==> config.mk <==
export PLATFORM = sky130hd
export DESIGN_NAME = acsr_regs
export DESIGN_NICKNAME = d
export VERILOG_FILES = /design/src/rtl/acsr_pkg.sv /design/src/rtl/acsr_regs.sv
export SDC_FILE = /design/constraint.sdc
export NUM_CORES = 1
export LEC_CHECK = 0
export ABC_AREA = 1
export CAP_MARGIN = 40
export CORE_MARGIN = 2
export CORE_UTILIZATION = 41
export DETAILED_ROUTE_END_ITERATION = 12
export DONT_BUFFER_PORTS = 1
export GPL_TIMING_DRIVEN = 0
export PLACE_DENSITY = 0.52
export SKIP_CTS_REPAIR_TIMING = 1
export SLEW_MARGIN = 10
export SYNTH_ARGS = -nofsm -noshare
export SYNTH_HDL_FRONTEND = slang
export SYNTH_SLANG_ARGS = --single-unit
export TNS_END_PERCENT = 10
==> constraint.sdc <==
create_clock -name core_clk -period 12.1 [get_ports core_clk]
set_input_delay 1.21 -clock core_clk [delete_from_list [all_inputs] [get_ports core_clk]]
set_output_delay 1.21 -clock core_clk [all_outputs]
set_load 0.1 [all_outputs]
==> src/rtl/acsr_pkg.sv <==
package acsr_pkg;
   localparam int AXES = 2;
   localparam int CLK_MHZ = 250;

   // Register offsets.
   localparam logic [7:0] OFS_ARM_CONFIG_X = 8'h0E;
   localparam logic [7:0] OFS_ARM_CONFIG_Y = 8'h0F;
   localparam logic [7:0] OFS_ARM_THRESHOLD_X_POS = 8'h10;
   localparam logic [7:0] OFS_ARM_THRESHOLD_Y_POS = 8'h11;
   localparam logic [7:0] OFS_ARM_THRESHOLD_X_NEG = 8'h12;
   localparam logic [7:0] OFS_ARM_THRESHOLD_Y_NEG = 8'h13;
   localparam logic [7:0] OFS_DEVICE_STATUS_FLAGS = 8'h14;

   // Reset values.
   localparam logic [7:0] ARM_CONFIG_RST = 8'h0F;
   localparam logic [7:0] ARM_THRESHOLD_RST = 8'h00;
   localparam logic [7:0] STATUS_RST = 8'h01;

   // Arming configuration fields.
   localparam int CFG_WIN_POS_LSB = 0;
   localparam int CFG_WIN_NEG_LSB = 2;
   localparam int CFG_STRETCH_LSB = 4;

   // Status bit positions.
   localparam int ST_RESET_OCCURRED = 0;
   localparam int ST_OFFSET_X = 1;
   localparam int ST_OFFSET_Y = 2;
   localparam int ST_SERIAL_OUT_MISMATCH = 3;
   localparam int ST_INIT_IN_PROGRESS = 4;
   localparam int ST_MODULATOR_OVERRANGE = 5;
   localparam int ST_INTERNAL_DATA_ERROR = 6;
   localparam logic [7:0] STATUS_CLEAR_MASK = 8'h6F;

   // Pulse stretch times in microseconds and their cycle counts.
   localparam int STRETCH1_US = 16384;
   localparam int STRETCH2_US = 65536;
   localparam int STRETCH3_US = 262016;
   localparam int STRETCH1_CYC = STRETCH1_US * CLK_MHZ;
   localparam int STRETCH2_CYC = STRETCH2_US * CLK_MHZ;
   localparam int STRETCH3_CYC = STRETCH3_US * CLK_MHZ;

   // Integrity check polynomial x^3 + x + 1 and seed.
   localparam logic [2:0] CRC_POLY = 3'h3;
   localparam logic [2:0] CRC_SEED = 3'h7;

   typedef enum logic [2:0] {
      ACSR_MODE_OFF = 3'h0,
      ACSR_MODE_PCM = 3'h1,
      ACSR_MODE_MA_HI = 3'h2,
      ACSR_MODE_MA_LO = 3'h3,
      ACSR_MODE_CNT_HI = 3'h4,
      ACSR_MODE_CNT_LO = 3'h5,
      ACSR_MODE_RAW_HI = 3'h6,
      ACSR_MODE_RAW_LO = 3'h7
   } acsr_mode_t;
endpackage

==> src/rtl/acsr_regs.sv <==
// Overview of operation
// - Stretch codes 00/01/10/11 extend arming output by 0, 16.384, 65.536, 262.016 ms.
// - Stretch intervals are timed by counting the device's own clock.
// - Window fields mean averaging length or count limit, chosen by axis mode.
// - Moving-average mode: each axis and polarity window selects 2, 4, 8 or 16 samples.
// - Count mode: limit 1, 3, 7 or 15 from positive field only.
// - Threshold writes accepted only before the init-done lock is set.
// - Threshold registers are covered by the writable register integrity check.
// - Each threshold is an independent unsigned 8-bit level, one output step each.
// - A zero threshold disables only that polarity; the other keeps arming.
// - Both thresholds zero disables the axis and its arming pin in any mode.
// - Status register is read-only; a read clears its transient flags.
// - Unused top status bit may read either value and affects nothing.
// - Internal data error flag, bit 6, set by integrity or internal faults; read clears.
// - Writable register integrity fault re-asserts the flag after reads until reset.
// - Fuse data fault re-asserts the flag even after reset.
// - Config fields are used only in moving-average or count mode, else ignored.
// - Config registers writable until init-done lock, then locked and integrity checked.
`timescale 1ns/1ps
`default_nettype none
module acsr_regs
   import acsr_pkg::*;
#(
   parameter int STRETCH_W = 27,
   parameter int STRETCH1 = STRETCH1_CYC,
   parameter int STRETCH2 = STRETCH2_CYC,
   parameter int STRETCH3 = STRETCH3_CYC
) (
   // Clock, reset and enable.
   input wire logic core_clk,
   input wire logic reset,
   input wire logic clk_en,
   // Register port.
   input wire logic [7:0] reg_addr,
   input wire logic reg_wr,
   input wire logic [7:0] reg_wdata,
   input wire logic reg_rd,
   output logic [7:0] reg_rdata,
   output logic reg_rd_valid,
   // Device configuration.
   input wire logic init_done_lock,
   input wire logic [AXES-1:0][2:0] arm_mode,
   // Status events.
   input wire logic ev_reset_occurred,
   input wire logic ev_offset_x,
   input wire logic ev_offset_y,
   input wire logic ev_serial_out_mismatch,
   input wire logic ev_modulator_overrange,
   input wire logic ev_internal_fault,
   input wire logic otp_crc_fault,
   input wire logic fuse_fault,
   input wire logic init_in_progress,
   // Arming datapath side.
   input wire logic [AXES-1:0] arm_trig,
   output logic [AXES-1:0][7:0] level_pos,
   output logic [AXES-1:0][7:0] level_neg,
   output logic [AXES-1:0] cmp_en_pos,
   output logic [AXES-1:0] cmp_en_neg,
   output logic [AXES-1:0][4:0] window_pos,
   output logic [AXES-1:0][4:0] window_neg,
   output logic [AXES-1:0][3:0] count_limit,
   output logic [AXES-1:0] arm_level,
   output logic [AXES-1:0] arm_pin,
   output logic [AXES-1:0] arm_pin_oe,
   output logic [2:0] wr_crc
);

   function automatic logic hit(input logic [7:0] a, input logic [7:0] ofs);
      hit = (a == ofs);
   endfunction

   function automatic logic [4:0] ma_size(input logic [1:0] code);
      ma_size = 5'h02 << code;
   endfunction

   function automatic logic [3:0] cnt_size(input logic [1:0] code);
      cnt_size = 4'((5'h02 << code) - 5'h01);
   endfunction

   function automatic logic [STRETCH_W-1:0] stretch_len(input logic [1:0] code);
      case (code)
         2'h1: stretch_len = STRETCH_W'(STRETCH1);
         2'h2: stretch_len = STRETCH_W'(STRETCH2);
         2'h3: stretch_len = STRETCH_W'(STRETCH3);
         default: stretch_len = '0;
      endcase
   endfunction

   function automatic logic [2:0] crc3(input logic [47:0] d);
      logic [2:0] c;
      logic fb;
      c = CRC_SEED;
      for (int i = 47; i >= 0; i--) begin
         fb = c[2] ^ d[i];
         c = {c[1:0], 1'b0} ^ (fb ? CRC_POLY : 3'h0);
      end
      crc3 = c;
   endfunction

   logic [7:0] arm_config_reg [AXES];
   logic [7:0] arm_threshold_pos_reg [AXES];
   logic [7:0] arm_threshold_neg_reg [AXES];
   logic [7:0] status_flag_reg;
   logic lock_seen_reg;
   logic [2:0] crc_ref_reg;
   logic wr_crc_bad_reg;
   logic wr_ok;
   logic rd_status;
   logic ide_src;
   logic [7:0] status_set;
   logic [7:0] status_view;

   // Writes to configuration and thresholds are blocked while the lock is set or clk_en is low.
   assign wr_ok = clk_en & reg_wr & ~init_done_lock;
   assign rd_status = clk_en & reg_rd & hit(reg_addr, OFS_DEVICE_STATUS_FLAGS);

   always_ff @(posedge core_clk or posedge reset) begin
      if (reset) begin
         for (int a = 0; a < AXES; a++) begin
            arm_config_reg[a] <= ARM_CONFIG_RST;
            arm_threshold_pos_reg[a] <= ARM_THRESHOLD_RST;
            arm_threshold_neg_reg[a] <= ARM_THRESHOLD_RST;
         end
      end else if (wr_ok) begin
         // Reserved config bits are stored as written; the host keeps them zero.
         if (hit(reg_addr, OFS_ARM_CONFIG_X)) arm_config_reg[0] <= reg_wdata;
         if (hit(reg_addr, OFS_ARM_CONFIG_Y)) arm_config_reg[1] <= reg_wdata;
         if (hit(reg_addr, OFS_ARM_THRESHOLD_X_POS)) arm_threshold_pos_reg[0] <= reg_wdata;
         if (hit(reg_addr, OFS_ARM_THRESHOLD_Y_POS)) arm_threshold_pos_reg[1] <= reg_wdata;
         if (hit(reg_addr, OFS_ARM_THRESHOLD_X_NEG)) arm_threshold_neg_reg[0] <= reg_wdata;
         if (hit(reg_addr, OFS_ARM_THRESHOLD_Y_NEG)) arm_threshold_neg_reg[1] <= reg_wdata;
      end
   end

   // The check covers both config and all four threshold registers.
   assign wr_crc = crc3({arm_config_reg[0], arm_config_reg[1], arm_threshold_pos_reg[0],
      arm_threshold_pos_reg[1], arm_threshold_neg_reg[0], arm_threshold_neg_reg[1]});

   // A reference is taken when the lock rises; any later drift is a sticky fault.
   always_ff @(posedge core_clk or posedge reset) begin
      if (reset) begin
         lock_seen_reg <= 1'b0;
         crc_ref_reg <= CRC_SEED;
         wr_crc_bad_reg <= 1'b0;
      end else if (clk_en) begin
         lock_seen_reg <= init_done_lock;
         if (init_done_lock & ~lock_seen_reg) crc_ref_reg <= wr_crc;
         if (lock_seen_reg & (wr_crc != crc_ref_reg)) wr_crc_bad_reg <= 1'b1;
      end
   end

   // Persistent sources keep feeding the error flag, so a read cannot hide them.
   assign ide_src = ev_internal_fault | otp_crc_fault | wr_crc_bad_reg | fuse_fault;

   always_comb begin
      status_set = 8'h00;
      status_set[ST_RESET_OCCURRED] = ev_reset_occurred;
      status_set[ST_OFFSET_X] = ev_offset_x;
      status_set[ST_OFFSET_Y] = ev_offset_y;
      status_set[ST_SERIAL_OUT_MISMATCH] = ev_serial_out_mismatch;
      status_set[ST_MODULATOR_OVERRANGE] = ev_modulator_overrange;
      status_set[ST_INTERNAL_DATA_ERROR] = ide_src;
   end

   // Set wins over the read clear so an event in the read cycle is kept.
   always_ff @(posedge core_clk or posedge reset) begin
      if (reset) begin
         status_flag_reg <= STATUS_RST;
      end else if (clk_en) begin
         status_flag_reg <= (status_flag_reg & ~(rd_status ? STATUS_CLEAR_MASK : 8'h00))
            | (status_set & STATUS_CLEAR_MASK);
      end
   end

   // The unused bit reads zero; init progress is a live level untouched by reads.
   always_comb begin
      status_view = status_flag_reg & STATUS_CLEAR_MASK;
      status_view[ST_INIT_IN_PROGRESS] = init_in_progress;
   end

   always_ff @(posedge core_clk or posedge reset) begin
      if (reset) begin
         reg_rdata <= 8'h00;
         reg_rd_valid <= 1'b0;
      end else if (clk_en) begin
         reg_rd_valid <= reg_rd;
         if (reg_rd) begin
            case (reg_addr)
               OFS_ARM_CONFIG_X: reg_rdata <= arm_config_reg[0];
               OFS_ARM_CONFIG_Y: reg_rdata <= arm_config_reg[1];
               OFS_ARM_THRESHOLD_X_POS: reg_rdata <= arm_threshold_pos_reg[0];
               OFS_ARM_THRESHOLD_Y_POS: reg_rdata <= arm_threshold_pos_reg[1];
               OFS_ARM_THRESHOLD_X_NEG: reg_rdata <= arm_threshold_neg_reg[0];
               OFS_ARM_THRESHOLD_Y_NEG: reg_rdata <= arm_threshold_neg_reg[1];
               OFS_DEVICE_STATUS_FLAGS: reg_rdata <= status_view;
               default: reg_rdata <= 8'h00;
            endcase
         end
      end
   end

   for (genvar a = 0; a < AXES; a++) begin : g_axis
      acsr_mode_t mode;
      logic ma_mode;
      logic cnt_mode;
      logic axis_on;
      logic [STRETCH_W-1:0] stretch_cnt_reg;
      logic level_next;

      assign mode = acsr_mode_t'(arm_mode[a]);
      assign ma_mode = (mode == ACSR_MODE_MA_HI) | (mode == ACSR_MODE_MA_LO);
      assign cnt_mode = (mode == ACSR_MODE_CNT_HI) | (mode == ACSR_MODE_CNT_LO);
      assign level_pos[a] = arm_threshold_pos_reg[a];
      assign level_neg[a] = arm_threshold_neg_reg[a];
      assign cmp_en_pos[a] = (arm_threshold_pos_reg[a] != 8'h00);
      assign cmp_en_neg[a] = (arm_threshold_neg_reg[a] != 8'h00);
      assign axis_on = (cmp_en_pos[a] | cmp_en_neg[a]) & (mode != ACSR_MODE_OFF);

      // Window fields mean different things per mode and nothing elsewhere.
      assign window_pos[a] = ma_mode ? ma_size(arm_config_reg[a][CFG_WIN_POS_LSB +: 2]) : 5'h00;
      assign window_neg[a] = ma_mode ? ma_size(arm_config_reg[a][CFG_WIN_NEG_LSB +: 2]) : 5'h00;
      assign count_limit[a] = cnt_mode ? cnt_size(arm_config_reg[a][CFG_WIN_POS_LSB +: 2]) : 4'h0;

      // The stretch is a plain cycle count, so clock tolerance carries straight through.
      always_ff @(posedge core_clk or posedge reset) begin
         if (reset) begin
            stretch_cnt_reg <= '0;
         end else if (clk_en) begin
            if (arm_trig[a] & axis_on & (ma_mode | cnt_mode)) begin
               stretch_cnt_reg <= stretch_len(arm_config_reg[a][CFG_STRETCH_LSB +: 2]);
            end else if (stretch_cnt_reg != '0) begin
               stretch_cnt_reg <= stretch_cnt_reg - 1'b1;
            end
         end
      end

      assign level_next = axis_on & (arm_trig[a] | (stretch_cnt_reg != '0));

      always_ff @(posedge core_clk or posedge reset) begin
         if (reset) begin
            arm_level[a] <= 1'b0;
            arm_pin[a] <= 1'b0;
            arm_pin_oe[a] <= 1'b0;
         end else if (clk_en) begin
            arm_level[a] <= level_next;
            arm_pin[a] <= (arm_mode[a][0] & (mode != ACSR_MODE_PCM)) ? ~level_next : level_next;
            arm_pin_oe[a] <= axis_on;
         end
      end
   end
endmodule
`default_nettype wire

== After elaboration in Yosys (flattened, before gate mapping) ==
Cells that the tools add are included.

* Logic and storage cells: 268
* Output and inout bits: 82
* Input port bits: 39
* Flip-flop bits (word level): 130

* Add/sub/neg operators: 4
* Shift operators: 4
* Equality and inequality tests: 24
* Bitwise logic cells: 131
* Multiplexer cells: 64
* Reductions and logical operators: 21

{| class="wikitable"
|+ Operator list
! operator !! count
|-
| $pmux W26 S3 || 2
|-
| $xor A3 B2 Y3 || 47
|-
| $mux W27 || 4
|-
| $mux W2 || 48
|-
| $pmux W8 S7 || 1
|-
| $reduce_bool A27 Y1 || 2
|-
| $sub A27 B1 Y27 const B || 2
|-
| $xor A1 B1 Y1 || 47
|-
| $eq A8 B5 Y1 const B || 5
|-
| $reduce_bool A8 Y1 || 4
|-
| $reduce_and A2 Y1 || 11
|-
| $mux W5 || 4
|-
| $shl A2 B2 Y5 const A || 4
|-
| $and A1 B1 Y1 || 16
|-
| $eq A8 B4 Y1 const B || 2
|-
| $or A1 B1 Y1 || 13
|-
| $eq A3 B2 Y1 const B || 4
|-
| $eq A3 B3 Y1 const B || 4
|-
| $and A8 B8 Y8 || 1
|-
| $eq A2 B2 Y1 const B || 4
|-
| $mux W4 || 2
|-
| $not A7 Y8 || 1
|-
| $or A8 B7 Y8 || 1
|-
| $sub A4 B1 Y4 const B || 2
|-
| other kinds (9) || 17
|}

== Depth between registers and ports, before layout ==
* Depth in word-level cells: 146
* Mapped depth: 65
* Depth with buffers taken out: 65

== Worst setup path after synthesis ==
OpenSTA, ideal clock, no wires.

* Path kind: register -> output
* From: register arm_config_reg[9] in the netlist's numbering
* To: output port wr_crc[1]
* Arrival: 5327 ps
* Path buffers: 0
* Path slack: 5563 ps
* Required time: 10890 ps
* Stages on the path, launching flop included: 57
* Cell sequence: dfstp_2 > inv_1 > nand2_1 > nand2_1 > inv_1 > nand2_1 > nand2_2 > nand2_2 > nand2_1 > nand2_1 > nand2_1 > nand2_2 > nand2_2 > inv_1 > nand2_1 > nand2_1 > nand2_1 > nand3_1 > [21 not listed] > nand2_2 > inv_1 > nand2_2 > nand2_2 > nand2_1 > nand2_1 > nand2_2 > nand2_2 > nand2_1 > nand2_1 > nand2_2 > nand2_1 > nand2_2 > nand2_1 > nand2_2 > nand3_1 > nand3_1 > nand2_1

* Word-level cells in the longest chain between the ends: 84
* Elaborated cells on any way between the ends: 124
* Those cells by class: 41 x mux; 83 x bitwise

{| class="wikitable"
|+ Ends and longest elaborated chain
! item !! RTL line !! RTL
|-
| start, declared || acsr_regs.sv:100 || <nowiki>logic [7:0] arm_config_reg [AXES];</nowiki>
|-
| $xor A1 B1 Y1 (*) || acsr_regs.sv:94 || <nowiki>fb = c[2] ^ d[i];</nowiki>
|-
| $mux W2 (*) || acsr_regs.sv:95 || <nowiki>c = {c[1:0], 1'b0} ^ (fb ? CRC_POLY : 3'h0);</nowiki>
|-
| $xor A3 B2 Y3 (*) (2 in a row) || acsr_regs.sv:95 ||
|-
| $xor A1 B1 Y1 / $xor A3 B2 Y3 (equally long branches) || acsr_regs.sv:94, acsr_regs.sv:95 ||
|-
| $mux W2 / $xor A1 B1 Y1 (equally long branches) || acsr_regs.sv:95, acsr_regs.sv:94 ||
|-
| $xor A3 B2 Y3 (*) (2 in a row) || acsr_regs.sv:95 ||
|-
| $xor A1 B1 Y1 / $xor A3 B2 Y3 (equally long branches) || acsr_regs.sv:94, acsr_regs.sv:95 ||
|-
| $mux W2 / $xor A1 B1 Y1 (equally long branches) || acsr_regs.sv:95, acsr_regs.sv:94 ||
|-
| [63 not listed] || -- ||
|-
| $mux W2 / $xor A1 B1 Y1 (equally long branches) || acsr_regs.sv:95, acsr_regs.sv:94 ||
|-
| $xor A3 B2 Y3 (*) (2 in a row) || acsr_regs.sv:95 ||
|-
| $xor A1 B1 Y1 / $xor A3 B2 Y3 (equally long branches) || acsr_regs.sv:94, acsr_regs.sv:95 ||
|-
| $mux W2 / $xor A1 B1 Y1 (equally long branches) || acsr_regs.sv:95, acsr_regs.sv:94 ||
|-
| $xor A3 B2 Y3 (*) (2 in a row) || acsr_regs.sv:95 ||
|-
| $xor A1 B1 Y1 / $xor A3 B2 Y3 (equally long branches) || acsr_regs.sv:94, acsr_regs.sv:95 ||
|-
| $mux W2 / $xor A1 B1 Y1 (equally long branches) || acsr_regs.sv:95, acsr_regs.sv:94 ||
|-
| $xor A3 B2 Y3 (*) (2 in a row) || acsr_regs.sv:95 ||
|-
| end, declared || acsr_regs.sv:65 || <nowiki>output logic [2:0] wr_crc</nowiki>
|}

Mark *: on every way between the ends. The rest lies on a longest branch, timed or not.

== Worst setup path in the final report ==
* From: register arm_config_reg[9] in the netlist's numbering
* To: output port wr_crc[2]

* Word-level cells in the longest chain between the ends: 84
* Elaborated cells on any way between the ends: 122
* Those cells by class: 40 x mux; 82 x bitwise

{| class="wikitable"
|+ Ends and longest elaborated chain
! item !! RTL line
|-
| $xor A1 B1 Y1 (*) || acsr_regs.sv:94
|-
| $mux W2 (*) || acsr_regs.sv:95
|-
| $xor A3 B2 Y3 (*) (2 in a row) || acsr_regs.sv:95
|-
| $xor A1 B1 Y1 || acsr_regs.sv:94
|-
| $mux W2 || acsr_regs.sv:95
|-
| $xor A3 B2 Y3 (*) (2 in a row) || acsr_regs.sv:95
|-
| $xor A1 B1 Y1 || acsr_regs.sv:94
|-
| $mux W2 || acsr_regs.sv:95
|-
| [63 not listed] || --
|-
| $mux W2 || acsr_regs.sv:95
|-
| $xor A3 B2 Y3 (*) (2 in a row) || acsr_regs.sv:95
|-
| $xor A1 B1 Y1 || acsr_regs.sv:94
|-
| $mux W2 || acsr_regs.sv:95
|-
| $xor A3 B2 Y3 (*) (2 in a row) || acsr_regs.sv:95
|-
| $xor A1 B1 Y1 || acsr_regs.sv:94
|-
| $mux W2 || acsr_regs.sv:95
|-
| $xor A3 B2 Y3 (*) (2 in a row) || acsr_regs.sv:95
|}

Marks and branches as above.

==> key figures <==
Worst setup path
  • CP Class: reg -> out
  • Worst Path Required: 10.89 ns
  • CP max stage cell: dfstp_2
  • Top delay family on crit path: simple AND/OR/NAND/NOR gates
  • Crit path max fanout: 6
  • Worst Path Buf+Inv: 4
  • CP startpoint kind: register
  • Arrival time at the worst endpoint: 6.18 ns
  • Most used cell, CP: nand2_1
  • CP peak stage delay: 0.65 ns
  • R2R Setup Slk: 5.92 ns
  • Crit. End Element: primary output

Logic synthesis
  • Sequential-to-total area share from yosys stat: 0.3754
  • Seq cells post-synth: 128
  • Fraction of registers with async set/reset: 1.000
  • Most common cell in the netlist: nand2_1
  • Mapped Cells: 1262
  • Synth Area per Inst: 6.792 um2
  • Post-synth top area share: 0.3386
  • Top post-synthesis cells by count: 342 x nand2_1, 175 x inv_1, 119 x nor2_1
  • Number of distinct library cells after synthesis: 37
  • Post-synthesis cell area: 8572 um2
  • Yosys top cell by area: dfrtp_1
  • Synth Warn #: 0
  • Main synth FF type: dfrtp_1
  • EDFF count, synth: 0
  • Synth area leaders: dfrtp_1 34%, nand2_1 15%, inv_1 7.7%

Finish
  • Layout area overhead: 32.90%
  • Layout fillers: 1910
  • Final Instance Count excl. Fillers: 1671
  • Area of the multi-input gates: 4690 um2
  • N_diodes: 0
  • Largest register FFs: 54
  • Final net count: 1437
  • Storage element area: 3218 um2
  • Share of cells above drive strength 1: 0.1485

CTS
  • CTS tree: built
  • Worst-path clk slew: 0.06 ns
  • CTS max path bufs: 2
  • H-tree depth: 4
  • Clock insertion delay at the later pin of the skew report: 0.43 ns
  • Clock sink count: 128
  • CTS Root Buffer Type: clkbuf_16
  • TritonCTS Buffers: 17

Floorplanning
  • Initial Util: 0.4209
  • Die ar.: 22080 um2
  • Die Width: 148.6 um
  • Row count: 52
  • Core region area: 20360 um2
  • Die Height: 148.6 um
  • I/O pin count: 121

STA
  • Actual slew at the worst max-slew pin: 0.9018 ns
  • Fmax: 0.1354 GHz
  • Setup tns final: 0 ns
  • Fin. Hold Viols: 0
  • RSZ-0062 raised after global routing: false
  • Endpoints failing setup: 0
  • Final min period: 7.387 ns
  • Final WS setup: 4.713 ns
  • Pins Over Slew Limit: 0
  • Clock Skew: 0.01102 ns
  • Max_slew headroom: 0.3988
  • Tcrit/Tclk final: 0.6105

Hold path
  • HP Class: reg -> reg

Global routing
  • Initial antenna violation count: 0
  • GR Overflow Total: 0
  • Vias in the first global route: 8267
  • All-layer global routing usage: 0.2513
  • Largest net degree at the start of global routing: 75
  • First-pass GRT wire length: 43680 um

Placement
  • Placed Instances: 1634
  • Setup WS pre-CTS: 5.183 ns
  • Routability cong.: 0.8596
  • # port buffers: 0
  • Post-DP HPWL: 20750 um

Routing
  • WL per Instance: 16.11 um
  • Vias: 8608
  • Number of detailed-route iterations in the first pass: 5
  • Final ANT Viol Nets: 0
  • WL final: 26930 um
  • Initial DRC count: 648
  • DRC: 0
  • Vias/cell: 5.151

Flow run
  • Max-cap violations: 0

Outcome
  • Outcome: completed
==> path summary, 6_finish.rpt <==
| kind | start | end | depth (start not counted) |
|---|---|---|---|
| worst max-delay path | arm_config_reg[9] | wr_crc[2] | 50 |
| min in group asynchronous | reset | arm_pin_oe[0] | 1 |
| worst max register to register | arm_config_reg[9] | wr_crc_bad_reg | 55 |
| max in group asynchronous | reset | arm_config_reg[0] | 2 |
| worst min register to register | g_axis[1].stretch_cnt_reg[7] | g_axis[1].stretch_cnt_reg[7] | 1 |
| worst min-delay path | g_axis[1].stretch_cnt_reg[7] | g_axis[1].stretch_cnt_reg[7] | 1 |
==> per-layer routing <==
layer,vias up,track usage,share of wire
met3,19,0.05583,0.057
met2,209,0.3887,0.44
met5,-,0,0
met1,4030,0.3605,0.49
li1,4350,-,-
met4,0,0.05714,0.012
==> per-stage QoR <==
| step | instance area, um2 | hold slack, ns | utilization |
|---|---|---|---|
| floorplan | 8583 | 0.4350 | - |
| global placement | 8921 | 0.4546 | 0.4381 |
| detailed placement | 10810 | 0.4667 | 0.5309 |
| CTS | 11350 | 0.4780 | 0.5573 |
| global route | 11390 | 0.4855 | 0.5594 |
| finish | 11390 | 0.4804 | 0.5594 |
==> cells by family (layout without fill, tap and decap cells) <==
group | count (synthesis) | in the layout | share of synthesized area
AND/OR/NAND/NOR | 717 | 717 | 0.3709
buffers and inverters | 203 | 339 | 0.09152
AO/OA/AOI/OAI | 170 | 170 | 0.1134
flip-flops | 128 | 128 | 0.3754
XOR/XNOR | 33 | 33 | 0.03372
adder cells (fa/ha/maj) | 10 | 10 | 0.01460
other | 1 | 4 | 0.0004375
==> cells in the final DEF (no fill, tap or decap), types with 12 or more instances in the layout <==
cell	netlist	routed
xor2_1	23	23
dfstp_2	12	12
nor4_1	16	15
dfrtp_1	116	116
nor3_1	42	24
nor2_1	119	117
buf_1	0	32
a21oi_1	26	24
nand2_1	342	342
clkbuf_16	0	17
buf_8	0	15
clkbuf_1	18	23
buf_16	0	53
nor3_2	0	18
nand2_2	55	55
inv_1	175	174
o21ai_0	94	94
nand3_1	110	110
==> cell type report <==
type	instances	share of cell area
multi-input cells	934	0.4116
flip-flops and latches	128	0.2825
repair buffers	104	0.1597
inverters	179	0.05942
clock buffers	18	0.03767
well taps	270	0.02965
plain buffers	24	0.009885
clock inverters	14	0.009555
==> worst reg2reg max path: cells and delay by family, from the launching register on <==
kind          cells  cell delay (ns)
simple gates     52             5.12
buf+inv           3             0.31
flops             1             0.65
Power is left out: the tool's default activity adds up to more than one toggle a clock period on the data nets, which glitch-free logic cannot reach.
